<file path="config.mk">
export PLATFORM = sky130hd
export DESIGN_NAME = bsmc_top
export DESIGN_NICKNAME = d
export VERILOG_FILES = /design/src/bsmc_pkg.sv /design/src/bsmc_top.sv /design/src/bsmc_sync.sv
export SDC_FILE = /design/constraint.sdc
export NUM_CORES = 1
export LEC_CHECK = 0
export ABC_CLOCK_PERIOD_IN_PS = 1600
export BUFFER_PORTS_ARGS = -buffer_cell sky130_fd_sc_hd__buf_4
export CAP_MARGIN = 20
export CORE_MARGIN = 2
export CORE_UTILIZATION = 45
export DETAILED_ROUTE_END_ITERATION = 6
export PLACE_DENSITY = 0.8
export SLEW_MARGIN = 20
export SYNTH_ARGS = -nofsm -noshare
export SYNTH_HDL_FRONTEND = slang
export SYNTH_SLANG_ARGS = --single-unit
</file>
<file path="constraint.sdc">
create_clock -name core_clk -period 1.6 [get_ports core_clk]
set_input_delay 0.08 -clock core_clk [delete_from_list [all_inputs] [get_ports core_clk]]
set_output_delay 0.08 -clock core_clk [all_outputs]
set_load 0.1 [all_outputs]
</file>
<file path="src/bsmc_pkg.sv">
// package: constants and types for byte steering and machine control
package bsmc_pkg;

	// ----------------------------------------
	// widths
	// ----------------------------------------
	localparam int DATA_W = 32;
	localparam int HALF_W = 16;
	localparam int BYTE_W = 8;
	localparam int MCR_W  = 16;
	localparam int CC_W   = 4;

	// ----------------------------------------
	// control flag positions (flag n sits at index 15-n)
	// ----------------------------------------
	localparam int MCF_FLOAT   = 11;
	localparam int MCF_CRC     = 10;
	localparam int MCF_INIT    = 9;
	localparam int MCF_STEP    = 8;
	localparam int MCF_RESTART = 6;
	localparam int MCF_ATTN    = 5;
	localparam int MCF_TIMEOUT = 4;
	localparam int MCF_MEM_HI  = 2;
	localparam int MCF_MEM_LO  = 1;
	localparam int MCF_POWER   = 0;

	// ----------------------------------------
	// masks and reset values
	// ----------------------------------------
	localparam logic [MCR_W-1:0]  MCR_RESET       = 16'h0000;
	localparam logic [MCR_W-1:0]  MCR_STRAP_MASK  = 16'h0c40;
	localparam logic [MCR_W-1:0]  MCR_STICKY_MASK = 16'h0137;
	localparam logic [MCR_W-1:0]  MCR_READ_MASK   = 16'h0f77;
	localparam logic [DATA_W-1:0] WORD_ZERO       = 32'h0000_0000;
	localparam logic [HALF_W-1:0] HALF_ZERO       = 16'h0000;
	localparam logic [CC_W-1:0]   CC_ZERO         = 4'h0;

	// second-operand bit 16 drives the wait latch
	localparam int WAIT_BIT = 15;

	// ----------------------------------------
	// synchronised pin vector layout
	// ----------------------------------------
	localparam int PIN_W        = 12;
	localparam int PIN_FLOAT    = 0;
	localparam int PIN_CRC      = 1;
	localparam int PIN_RESTART  = 2;
	localparam int PIN_INIT     = 3;
	localparam int PIN_STEP     = 4;
	localparam int PIN_OTHER    = 5;
	localparam int PIN_SELECT   = 6;
	localparam int PIN_ADDRESS  = 7;
	localparam int PIN_TIMEOUT  = 8;
	localparam int PIN_MEM_HI   = 9;
	localparam int PIN_MEM_LO   = 10;
	localparam int PIN_POWER    = 11;

	// ----------------------------------------
	// micro operations
	// ----------------------------------------
	typedef enum logic [3:0] {
		BSMC_NONE,
		BSMC_BYTE_LOAD,
		BSMC_BYTE_LOAD_REG_FORM,
		BSMC_BYTE_STORE,
		BSMC_BYTE_STORE_REG_FORM,
		BSMC_BYTE_SWAP,
		BSMC_SENSE_CONTROL_FLAGS,
		BSMC_SENSE_CONTROL_FLAGS_JUMP,
		BSMC_CLEAR_CONTROL_FLAGS,
		BSMC_LOAD_WAIT_LATCH
	} bsmc_op_type;

endpackage

</file>
<file path="src/bsmc_top.sv">
// byte steering and machine control flags block
//
// Contract
// - byte operations use only the low 16 bits of A, B and S
// - byte load takes A 16:23 if address bit 31 zero, else B 24:31
// - both byte load forms zero the upper 24 destination bits
// - register byte load always takes B 24:31
// - byte store steers by address bit 31, destination 0:15 zeroed
// - register byte store: B 16:23 and A 24:31, upper half zeroed
// - byte swap exchanges the two low bytes of B, upper half zeroed
// - sense copies flags to destination, bits 12:15 to condition bus and micro flags
// - flag 04 shows float unit fitted, flag 05 check assist fitted
// - flag 06 follows the panel initialise switch
// - flag 07 sets on single step switch, clears on any other switch
// - flag 09 carries the automatic restart strap
// - flag 10 sets on panel function select, clears when panel addressed
// - flag 11 sets when an addressed module fails to respond in time
// - flags 13 and 14 report memory malfunction
// - flag 15 reports early power warning, lowest micro flag on sense
// - clear operation zeroes flags where second operand bit is one
// - strapped flags are untouched by the clear operation
// - load wait copies B bit 16 into the wait latch and lamp
`timescale 1ns/1ps
module bsmc_top
	import bsmc_pkg::*;
(
	input  wire logic              core_clk,
	input  wire logic              rst,
	input  wire logic              op_valid,
	input  wire bsmc_op_type       op_code,
	input  wire logic [DATA_W-1:0] a_bus,
	input  wire logic [DATA_W-1:0] b_bus,
	input  wire logic              memory_address_reg_bit31,
	input  wire logic              float_unit_present,
	input  wire logic              check_assist_present,
	input  wire logic              auto_restart_strap,
	input  wire logic              init_switch,
	input  wire logic              single_step_switch,
	input  wire logic              other_function_switch,
	input  wire logic              panel_function_select,
	input  wire logic              panel_addressed,
	input  wire logic              module_response_timeout,
	input  wire logic [1:0]        memory_malfunction,
	input  wire logic              early_power_warning,
	output logic      [DATA_W-1:0] s_bus_r,
	output logic                   s_valid_r,
	output logic      [CC_W-1:0]   condition_flag_bus_r,
	output logic      [CC_W-1:0]   micro_flags_r,
	output logic                   wait_lamp_r
);

	// ----------------------------------------
	// byte steering
	// ----------------------------------------
	function automatic logic [HALF_W-1:0] steer_half(
		input bsmc_op_type         op,
		input logic [HALF_W-1:0]   a16,
		input logic [HALF_W-1:0]   b16,
		input logic                ma31
	);
		logic [BYTE_W-1:0] a_hi;
		logic [BYTE_W-1:0] a_lo;
		logic [BYTE_W-1:0] b_hi;
		logic [BYTE_W-1:0] b_lo;
		logic [HALF_W-1:0] res;
		a_hi = a16[HALF_W-1:BYTE_W];
		a_lo = a16[BYTE_W-1:0];
		b_hi = b16[HALF_W-1:BYTE_W];
		b_lo = b16[BYTE_W-1:0];
		res  = HALF_ZERO;
		unique case (op)
			BSMC_BYTE_LOAD: begin
				res = ma31 ? {8'h00, b_lo} : {8'h00, a_hi};
			end
			BSMC_BYTE_LOAD_REG_FORM: begin
				res = {8'h00, b_lo};
			end
			BSMC_BYTE_STORE: begin
				res = ma31 ? {b_hi, a_lo} : {a_lo, b_lo};
			end
			BSMC_BYTE_STORE_REG_FORM: begin
				res = {b_hi, a_lo};
			end
			BSMC_BYTE_SWAP: begin
				res = {b_lo, b_hi};
			end
			default: begin
				res = HALF_ZERO;
			end
		endcase
		return res;
	endfunction

	function automatic logic is_sense(input bsmc_op_type op);
		return (op == BSMC_SENSE_CONTROL_FLAGS) || (op == BSMC_SENSE_CONTROL_FLAGS_JUMP);
	endfunction

	// ----------------------------------------
	// pin synchronisers
	// ----------------------------------------
	logic [PIN_W-1:0] pin_raw;
	logic [PIN_W-1:0] pin_sync;

	assign pin_raw[PIN_FLOAT]   = float_unit_present;
	assign pin_raw[PIN_CRC]     = check_assist_present;
	assign pin_raw[PIN_RESTART] = auto_restart_strap;
	assign pin_raw[PIN_INIT]    = init_switch;
	assign pin_raw[PIN_STEP]    = single_step_switch;
	assign pin_raw[PIN_OTHER]   = other_function_switch;
	assign pin_raw[PIN_SELECT]  = panel_function_select;
	assign pin_raw[PIN_ADDRESS] = panel_addressed;
	assign pin_raw[PIN_TIMEOUT] = module_response_timeout;
	assign pin_raw[PIN_MEM_HI]  = memory_malfunction[1];
	assign pin_raw[PIN_MEM_LO]  = memory_malfunction[0];
	assign pin_raw[PIN_POWER]   = early_power_warning;

	bsmc_sync #(
		.WIDTH (PIN_W)
	) u_sync (
		.core_clk (core_clk),
		.rst      (rst),
		.pin_in   (pin_raw),
		.pin_sync (pin_sync)
	);

	// ----------------------------------------
	// request decode
	// ----------------------------------------
	logic op_clear;
	logic op_sense;
	logic op_wait;
	logic op_byte;

	assign op_clear = op_valid && (op_code == BSMC_CLEAR_CONTROL_FLAGS);
	assign op_sense = op_valid && is_sense(op_code);
	assign op_wait  = op_valid && (op_code == BSMC_LOAD_WAIT_LATCH);
	assign op_byte  = op_valid && !op_clear && !op_sense && !op_wait && (op_code != BSMC_NONE);

	// ----------------------------------------
	// straps and live levels
	// ----------------------------------------
	logic [MCR_W-1:0] strap_r;
	logic             init_r;

	always_ff @(posedge core_clk) begin
		if (rst) begin
			strap_r <= MCR_RESET;
		end else begin
			strap_r                <= MCR_RESET;
			strap_r[MCF_FLOAT]     <= pin_sync[PIN_FLOAT];
			strap_r[MCF_CRC]       <= pin_sync[PIN_CRC];
			strap_r[MCF_RESTART]   <= pin_sync[PIN_RESTART];
		end
	end

	always_ff @(posedge core_clk) begin
		if (rst) begin
			init_r <= 1'b0;
		end else begin
			init_r <= pin_sync[PIN_INIT];
		end
	end

	// ----------------------------------------
	// sticky flags
	// ----------------------------------------
	logic [MCR_W-1:0] sticky_r;
	logic [MCR_W-1:0] sticky_nxt;
	logic [MCR_W-1:0] set_vec;
	logic [MCR_W-1:0] clr_vec;

	always_comb begin
		set_vec = MCR_RESET;
		clr_vec = MCR_RESET;
		set_vec[MCF_STEP]    = pin_sync[PIN_STEP];
		clr_vec[MCF_STEP]    = pin_sync[PIN_OTHER];
		set_vec[MCF_ATTN]    = pin_sync[PIN_SELECT];
		clr_vec[MCF_ATTN]    = pin_sync[PIN_ADDRESS];
		set_vec[MCF_TIMEOUT] = pin_sync[PIN_TIMEOUT];
		set_vec[MCF_MEM_HI]  = pin_sync[PIN_MEM_HI];
		set_vec[MCF_MEM_LO]  = pin_sync[PIN_MEM_LO];
		set_vec[MCF_POWER]   = pin_sync[PIN_POWER];
		if (op_clear) begin
			clr_vec = clr_vec | b_bus[MCR_W-1:0];
		end
		// straps never clear, set wins over clear
		sticky_nxt = ((sticky_r & ~clr_vec) | set_vec) & MCR_STICKY_MASK;
	end

	always_ff @(posedge core_clk) begin
		if (rst) begin
			sticky_r <= MCR_RESET;
		end else begin
			sticky_r <= sticky_nxt;
		end
	end

	// ----------------------------------------
	// flag view
	// ----------------------------------------
	logic [MCR_W-1:0] mcr_view;

	assign mcr_view = (strap_r | sticky_r | ({{(MCR_W-1){1'b0}}, init_r} << MCF_INIT)) & MCR_READ_MASK;

	// ----------------------------------------
	// destination bus
	// ----------------------------------------
	always_ff @(posedge core_clk) begin
		if (rst) begin
			s_bus_r   <= WORD_ZERO;
			s_valid_r <= 1'b0;
		end else begin
			s_valid_r <= op_valid && (op_code != BSMC_NONE);
			if (op_sense) begin
				s_bus_r <= {HALF_ZERO, mcr_view};
			end else if (op_byte) begin
				s_bus_r <= {HALF_ZERO, steer_half(op_code, a_bus[HALF_W-1:0], b_bus[HALF_W-1:0],
					memory_address_reg_bit31)};
			end else begin
				s_bus_r <= WORD_ZERO;
			end
		end
	end

	// ----------------------------------------
	// condition bus and micro flags
	// ----------------------------------------
	always_ff @(posedge core_clk) begin
		if (rst) begin
			condition_flag_bus_r <= CC_ZERO;
			micro_flags_r        <= CC_ZERO;
		end else begin
			if (op_sense) begin
				condition_flag_bus_r <= mcr_view[CC_W-1:0];
				micro_flags_r        <= mcr_view[CC_W-1:0];
			end else begin
				condition_flag_bus_r <= CC_ZERO;
			end
		end
	end

	// ----------------------------------------
	// wait latch
	// ----------------------------------------
	always_ff @(posedge core_clk) begin
		if (rst) begin
			wait_lamp_r <= 1'b0;
		end else if (op_wait) begin
			wait_lamp_r <= b_bus[WAIT_BIT];
		end
	end

	// ----------------------------------------
	// assertions
	// ----------------------------------------
	property p_load_steer;
		@(posedge core_clk) disable iff (rst)
		(op_valid && op_code == BSMC_BYTE_LOAD) |=>
			s_bus_r == {24'h000000, ($past(memory_address_reg_bit31) ? $past(b_bus[7:0]) : $past(a_bus[15:8]))};
	endproperty
	a_load_steer: assert property (p_load_steer) else $error("byte load steering wrong");

	property p_load_upper_zero;
		@(posedge core_clk) disable iff (rst)
		(op_valid && (op_code == BSMC_BYTE_LOAD || op_code == BSMC_BYTE_LOAD_REG_FORM)) |=>
			(s_bus_r[31:8] == 24'h000000) && s_valid_r;
	endproperty
	a_load_upper_zero: assert property (p_load_upper_zero) else $error("byte load upper bits not zero");

	property p_load_reg;
		@(posedge core_clk) disable iff (rst)
		(op_valid && op_code == BSMC_BYTE_LOAD_REG_FORM) |=> s_bus_r[7:0] == $past(b_bus[7:0]);
	endproperty
	a_load_reg: assert property (p_load_reg) else $error("register byte load wrong");

	property p_store_steer;
		@(posedge core_clk) disable iff (rst)
		(op_valid && op_code == BSMC_BYTE_STORE) |=> s_bus_r == {16'h0000,
			($past(memory_address_reg_bit31) ? {$past(b_bus[15:8]), $past(a_bus[7:0])}
			: {$past(a_bus[7:0]), $past(b_bus[7:0])})};
	endproperty
	a_store_steer: assert property (p_store_steer) else $error("byte store steering wrong");

	property p_store_reg;
		@(posedge core_clk) disable iff (rst)
		(op_valid && op_code == BSMC_BYTE_STORE_REG_FORM) |=>
			s_bus_r == {16'h0000, $past(b_bus[15:8]), $past(a_bus[7:0])};
	endproperty
	a_store_reg: assert property (p_store_reg) else $error("register byte store wrong");

	property p_swap;
		@(posedge core_clk) disable iff (rst)
		(op_valid && op_code == BSMC_BYTE_SWAP) |=> s_bus_r == {16'h0000, $past(b_bus[7:0]), $past(b_bus[15:8])};
	endproperty
	a_swap: assert property (p_swap) else $error("byte swap wrong");

	property p_sense;
		@(posedge core_clk) disable iff (rst)
		(op_valid && is_sense(op_code)) |=>
			(condition_flag_bus_r == s_bus_r[3:0]) && (micro_flags_r == s_bus_r[3:0]) && s_bus_r[31:16] == 16'h0000;
	endproperty
	a_sense: assert property (p_sense) else $error("sense flags mismatch");

	property p_step_hold;
		@(posedge core_clk) disable iff (rst)
		(sticky_r[MCF_STEP] && !pin_sync[PIN_OTHER] && !op_clear) |=> sticky_r[MCF_STEP];
	endproperty
	a_step_hold: assert property (p_step_hold) else $error("single step flag dropped");

	property p_attn_set;
		@(posedge core_clk) disable iff (rst)
		pin_sync[PIN_SELECT] |=> sticky_r[MCF_ATTN];
	endproperty
	a_attn_set: assert property (p_attn_set) else $error("attention flag not set");

	property p_clear;
		@(posedge core_clk) disable iff (rst)
		(op_clear && b_bus[MCF_TIMEOUT] && !pin_sync[PIN_TIMEOUT]) |=> !sticky_r[MCF_TIMEOUT];
	endproperty
	a_clear: assert property (p_clear) else $error("clear did not zero flag");

	property p_strap_keep;
		@(posedge core_clk) disable iff (rst)
		op_clear |=> strap_r == $past(strap_r) || $past(pin_sync) != $past(pin_sync, 2);
	endproperty
	a_strap_keep: assert property (p_strap_keep) else $error("strap altered by clear");

	property p_wait;
		@(posedge core_clk) disable iff (rst)
		op_wait |=> wait_lamp_r == $past(b_bus[WAIT_BIT]) ##1 ($past(op_wait) || $stable(wait_lamp_r));
	endproperty
	a_wait: assert property (p_wait) else $error("wait latch wrong");

	property p_zero_bits;
		@(posedge core_clk) disable iff (rst)
		op_sense |=> s_bus_r[15:12] == 4'h0 && !s_bus_r[7] && !s_bus_r[3];
	endproperty
	a_zero_bits: assert property (p_zero_bits) else $error("spare flag bits not zero");

	c_load_high: cover property (@(posedge core_clk) disable iff (rst)
		op_valid && op_code == BSMC_BYTE_LOAD && memory_address_reg_bit31);
	c_sense_power: cover property (@(posedge core_clk) disable iff (rst)
		op_sense && mcr_view[MCF_POWER]);
	c_clear_attn: cover property (@(posedge core_clk) disable iff (rst)
		op_clear && sticky_r[MCF_ATTN] ##1 !sticky_r[MCF_ATTN]);
	c_wait_on: cover property (@(posedge core_clk) disable iff (rst)
		op_wait ##1 wait_lamp_r);

endmodule

</file>
<file path="src/bsmc_sync.sv">
// two flip-flop synchroniser for a vector of pin levels
`timescale 1ns/1ps
module bsmc_sync
	import bsmc_pkg::*;
#(
	parameter int WIDTH = PIN_W
) (
	input  wire logic             core_clk,
	input  wire logic             rst,
	input  wire logic [WIDTH-1:0] pin_in,
	output logic      [WIDTH-1:0] pin_sync
);

	// ----------------------------------------
	// stages
	// ----------------------------------------
	logic [WIDTH-1:0] stage1_r;
	logic [WIDTH-1:0] stage2_r;

	always_ff @(posedge core_clk) begin
		if (rst) begin
			stage1_r <= '0;
			stage2_r <= '0;
		end else begin
			stage1_r <= pin_in;
			stage2_r <= stage1_r;
		end
	end

	assign pin_sync = stage2_r;

endmodule

</file>
==> results.json, run 1 <==
{
  "vias": 1954,
  "clkTransAtPathRegs_ns": 0.06,
  "ys_ff_latch": 58,
  "drc": 0,
  "hold_ws_ns": 0.00914,
  "drv_cap": 0,
  "worst_pin_slew_ns": 0.710,
  "nets": 408,
  "antenna_found_initial": 0,
  "cts_hold_buf": 13,
  "slew_violations": 0,
  "fin_crit_ns": 1.17,
  "htree_levels": 3,
  "min_path_type": "primary input to flip-flop",
  "fin_area_um2": 3350,
  "drtAntennaViolNets": 0,
  "clock_sinks": 58,
  "diodes": 0,
  "die_x_um": 77.4,
  "netlist_area_um2": 2420,
  "crit_required_ns": 1.85,
  "synthCells": 235,
  "nFillCells": 418,
  "place_hpwl_um": 3650,
  "ctsResizeCount": 0,
  "die-height_um": 77.4,
  "relSlewSlack": 0.527,
  "rows": 26,
  "max_freq_ghz": 0.854,
  "ys_warn_count": 0,
  "clock_latency_ns": 0.33,
  "fin_crit_sh": 0.732,
  "viasPerCell": 4.90,
  "synth.distinct_cells": 36,
  "grt_overflow": 0,
  "power_density_nw_per_um2": 1100,
  "holdPathStages": 3,
  "grt_max_degree": 39,
  "numPortBuffers": 75,
  "crit_type": "primary input to flip-flop",
  "power_leakage_nw": 1.43,
  "r2r_cells": 2,
  "final_cell_mix": "buf_4 (79), dfxtp_1 (58), nor2b_1 (28)",
  "dr.pass1.iters": 5,
  "grt_use_total": 0.183,
  "wl_per_cell_um": 13.2,
  "cts_buffer_depth": 2,
  "fin_skew_ns": 0.00487,
  "placed_cell_area_um2": 2970,
  "die_area_um2": 5980,
  "pin_count": 126,
  "status": "complete, no violations",
  "drtIter0Drc": 162,
  "finalHoldViolations": 0,
  "rsz0062_at_grt": "no",
  "max-vdd-ir-drop_v": 0.000623,
  "start_util": 0.471,
  "cp-start-kind": "primary input",
  "gp_congestion": 0.855,
  "avgSynthCellArea_um2": 10.3,
  "postCtsSetupBuffers": 0,
  "worstSetupEndpointType": "flip-flop",
  "drt_wl_total_um": 5270,
  "area_growth_pct": 38.2,
  "cts-root-buf": "clkbuf_8",
  "worstPathMaxFanout": 15,
  "grt_pass1_wl_um": 8560,
  "cp.arrival_ns": 1.42,
  "final_common_cell": "buf_4",
  "cts_buffers": 9,
  "grt_pass1_vias": 1831,
  "reg2reg_slack_ns": 0.84,
  "drive_gt1_frac": 0.356,
  "seq_area_frac_synth": 0.480,
  "setup_viol_count_final": 0,
  "cts_tree": "done",
  "fp.coreArea_um2": 5140
}
[kinds of logic after synthesis]
kind of cell / Yosys count / share of synthesized area
other: 1 / 0.00155
AO/OA/AOI/OAI: 40 / 0.131
multiplexers: 22 / 0.0997
flip-flops: 58 / 0.480
buffers and inverters: 33 / 0.0822
AND/OR/NAND/NOR: 81 / 0.206
[per-stage QoR]
step	worst slack [ns]	cells	TNS [ns]	util	power (W)
4_1_cts	0.279	399	0	0.649	0.00369
5_1_grt	0.322	399	0	0.651	0.00383
3_5_place_dp	-0.0673	370	-0.268	0.579	0.00209
3_3_place_gp	-0.00687	370	-0.00901	0.579	0.00208
6_report	0.429	399	0	0.651	0.00368
2_1_floorplan	0.342	252	0	-	0.00196
[path summary, 6_finish.rpt]
| kind | start | end |
|---|---|---|
| min | a_bus[5] | s_bus_r[13] |
| max | op_code[1] | s_bus_r[9] |
| min reg2reg | strap_r[6] | s_bus_r[6] |
| max reg2reg | sticky_r[2] | s_bus_r[2] |
[layer usage]
layer | global-route usage | routed length [µm] | vias up
li1 | - | - | 983
met3 | 0.0674 | 415 | 7
met2 | 0.292 | 2570 | 82
met1 | 0.220 | 2210 | 882
met4 | 0.0804 | 73 | 0
met5 | 0 | 0 | -
[cell type report]
class / instances / area (µm²) / share of cell area
Tap cell: 70 / 87.6 / 0.0262
Timing Repair Buffer: 92 / 723 / 0.216
Clock buffer: 11 / 131 / 0.0393
Multi-Input combinational cell: 161 / 1130 / 0.339
Sequential cell: 58 / 1160 / 0.347
Clock inverter: 5 / 103 / 0.0307
Inverter: 2 / 7.51 / 0.00224
[critical path, cell delays in order]
cell and delay [ns]:
buf_4 0.20, nor3b_4 0.38, and3b_1 0.41, a222oi_1 0.17
o21ai_1 0.17
[synth_stat cells]
library cell	number	area, µm²
nand2_1	10	37.5
nor3b_4	1	18.8
mux2_2	17	191
a211oi_1	2	15.0
o21ai_1	4	20.0
nor4b_4	1	23.8
a21oi_1	7	35.0
nand4b_1	2	17.5
a222oi_1	15	150
nor2_1	16	60.1
dfxtp_1	58	1160
mux2i_1	5	50.1
a21oi_4	1	16.3
inv_1	2	7.51
and3b_1	2	17.5
nor3b_2	1	12.5
nor2b_1	28	175
o21bai_1	3	22.5
conb_1	1	3.75
and3_1	1	6.26
buf_4	18	135
nor4bb_1	2	20.0
nor2_2	1	6.26
a31oi_1	2	12.5
buf_2	5	25.0
nand3b_1	4	30.0
clkbuf_2	1	5.00
clkbuf_1	7	26.3
a2111oi_0	1	8.76
o21ai_0	3	15.0
nand3_1	6	30.0
o31ai_2	1	12.5
and2_1	4	25.0
or3b_4	1	11.3
a32o_1	1	10.0
nand2b_1	1	6.26
[flip-flops by register name, summed over array words and instances (netlist names)]
name	flops
u_sync.stage1_r	12
strap_r	3
s_valid_r	1
s_bus_r	16
wait_lamp_r	1
condition_flag_bus_r	3
sticky_r	6
init_r	1
u_sync.pin_sync	12
micro_flags_r	3
[where the power goes]
group / switching (W) / total (W) / internal (W)
Combinational: 0.000380 / 0.000583 / 0.000203
Sequential: 0.0000129 / 0.00150 / 0.00149
Clock: 0.000562 / 0.00159 / 0.00103
Total: 0.000955 / 0.00368 / 0.00273
No activity file was read; power rests on OpenSTA's default activity.
==> run 2: changes to the inputs <==
--- a/config.mk
+++ b/config.mk
@@ -5,13 +5,13 @@
 export SDC_FILE = /design/constraint.sdc
 export NUM_CORES = 1
 export LEC_CHECK = 0
-export ABC_CLOCK_PERIOD_IN_PS = 1600
+export ABC_CLOCK_PERIOD_IN_PS = 1000
 export BUFFER_PORTS_ARGS = -buffer_cell sky130_fd_sc_hd__buf_4
 export CAP_MARGIN = 20
 export CORE_MARGIN = 2
-export CORE_UTILIZATION = 45
+export CORE_UTILIZATION = 40
 export DETAILED_ROUTE_END_ITERATION = 6
-export PLACE_DENSITY = 0.8
+export PLACE_DENSITY = 0.75
 export SLEW_MARGIN = 20
 export SYNTH_ARGS = -nofsm -noshare
 export SYNTH_HDL_FRONTEND = slang
==> constraint.sdc (replaced) <==
create_clock -name core_clk -period 1 [get_ports core_clk]
set_input_delay 0.05 -clock core_clk [delete_from_list [all_inputs] [get_ports core_clk]]
set_output_delay 0.05 -clock core_clk [all_outputs]
set_load 0.1 [all_outputs]
==> run 2 against run 1 <==
Net effect:
- the run now ends with setup timing left
- setup slack lost 0.50 ns
- combinational power grew 89%
- hold slack gained 0.013 ns
- non-clock buffer count grew 38
- sequential share of layout area shrank 3.9 points
- wire length grew 21%
- design area grew 13%
- die area grew 12%
- clock skew grew 0.0029 ns
- critical endpoint is now s_bus_r[11]
==> results.json, run 2 (same netlist as run 1, synthesis figures left out) <==
{
  "worst_pin_slew_ns": 0.608,
  "clkTransAtPathRegs_ns": 0.06,
  "crit_type": "primary input to flip-flop",
  "cp-start-kind": "primary input",
  "nets": 447,
  "p_total_w": 0.00578,
  "rows": 28,
  "fin_area_um2": 3780,
  "cts_tree": "done",
  "r2r_cells": 2,
  "crit_start": "op_code[0]",
  "place_hpwl_um": 4500,
  "largest_reg_flops": 16,
  "htree_levels": 3,
  "vias": 2228,
  "power_density_nw_per_um2": 1530,
  "final_common_cell": "buf_4",
  "area_growth_pct": 56.3,
  "drv_cap": 0,
  "drtAntennaViolNets": 0,
  "grt_pass1_vias": 2099,
  "drt_wl_total_um": 6370,
  "r2r-start": "sticky_r[2]",
  "placed_cell_area_um2": 3250,
  "endpoint": "s_bus_r[11]",
  "clock_latency_ns": 0.33,
  "setup_viol_count_final": 1,
  "dr.pass1.iters": 7,
  "die_x_um": 81.8,
  "grt_use_total": 0.189,
  "reg2reg_slack_ns": 0.25,
  "violations": "setup timing",
  "final_cell_mix": "buf_4 (89), dfxtp_1 (54), nor2b_1 (28)",
  "worstPathMaxFanout": 6,
  "viasPerCell": 5.03,
  "wl_per_cell_um": 14.4,
  "rsz0062_at_grt": "yes",
  "cts_buffer_depth": 2,
  "slew_violations": 0,
  "drive_gt1_frac": 0.427,
  "relSlewSlack": 0.594,
  "max_freq_ghz": 0.936,
  "final_util": 0.643,
  "cp.arrival_ns": 1.26,
  "grt_overflow": 0,
  "gp_congestion": 0.839,
  "timing.rr.end": "s_bus_r[2]",
  "clock_sinks": 58,
  "fin_ws_ns": -0.0686,
  "fin_skew_ns": 0.00777,
  "drtIter0Drc": 202,
  "antenna_found_initial": 0,
  "die-height_um": 81.8,
  "cts-root-buf": "clkbuf_8",
  "pin_count": 126,
  "drc": 0,
  "fin_crit_ns": 1.07,
  "grt_pass1_wl_um": 9480,
  "max-vdd-ir-drop_v": 0.000867,
  "grt_max_degree": 39,
  "fp.coreArea_um2": 5890,
  "power_leakage_nw": 1.65,
  "cts_buffers": 9,
  "status": "finished, violations left",
  "diodes": 0,
  "start_util": 0.411,
  "worstSetupEndpointType": "flip-flop",
  "fin_crit_sh": 1.07,
  "crit_required_ns": 1.19,
  "top_register": "s_bus_r",
  "finalHoldViolations": 0,
  "numPortBuffers": 75,
  "die_area_um2": 6690,
  "min_path_type": "primary input to flip-flop"
}
run 2: cell types whose count changed in the layout (fill, tap and decap cells not counted), sizes merged:
cell         previous run  this run
clkinv                  1         0
dlygate4sd3            13        20
buf                    79       110
clkbuf                 11        15
bufinv                  3         1
a21oi                   8         9
clkinvlp                1         0
run 2: final cells by class:
class	count	area, µm²
clock inverters	1	30.0
repair buffers	130	1120
well taps	75	93.8
fillers	471	2100
clock buffers	15	186
flip-flops and latches	58	1170
inverters	2	7.51
multi-input cells	162	1180
run 2: layer usage:
| layer | vias to the layer above | routed length [µm] | track usage |
|---|---|---|---|
| met5 | - | 0 | 0 |
| li1 | 1063 | - | - |
| met1 | 1005 | 2460 | 0.204 |
| met4 | 0 | 104 | 0.103 |
| met3 | 17 | 677 | 0.0560 |
| met2 | 143 | 3120 | 0.329 |
run 2: how the worst min path moves through the flow:
stage / start / endpoint / slack [ns] / cells after the start
5_1_grt: b_bus[14] / s_bus_r[6] / 0.03 / 3
4_1_cts: b_bus[12] / s_bus_r[12] / 0.0007 / 3
3_3_place_gp: panel_addressed / u_sync.stage1_r[7] / 0.27 / 2
2_1_floorplan: float_unit_present / u_sync.stage1_r[0] / 0.18 / 1
3_5_place_dp: init_switch / u_sync.stage1_r[3] / 0.26 / 2
6_report: b_bus[12] / s_bus_r[12] / 0.02 / 3
run 2: power breakdown:
part | switching (W) | leakage, nW | internal [W]
logic | 0.000660 | 1.07 | 0.000440
registers | 0.0000225 | 0.476 | 0.00238
clock network | 0.000846 | 0.110 | 0.00143
total | 0.00153 | 1.65 | 0.00425
run 2: critical path: stages:
cell	delay, ns
buf_4	0.15
buf_4	0.15
nand4b_1	0.24
a21oi_4	0.13
a222oi_1	0.40
o21ai_1	0.14
run 2: stage by stage:
step | TNS (ns) | hold WS, ns | setup WS (ns) | cells
after floorplan | -0.0349 | 0.178 | -0.0260 | 252
after CTS | 0 | 0.000703 | 0.000881 | 443
after detailed placement | -7.66 | 0.265 | -0.472 | 406
final | -0.0686 | 0.0222 | -0.0686 | 443
after global placement | -7.26 | 0.266 | -0.470 | 406
after global routing | -0.0121 | 0.0291 | -0.00592 | 443
run 2: what timing repair did:
item / 4_1_cts / 5_1_grt
resized for setup: 12 / 16
endpoints found under the hold margin: 19 / 0
setup endpoints to repair: 20 / 20
buffers inserted: 0 / 1
hold buffers: 20 / 0
pin swaps: 3 / 7
cloned: 1 / 0
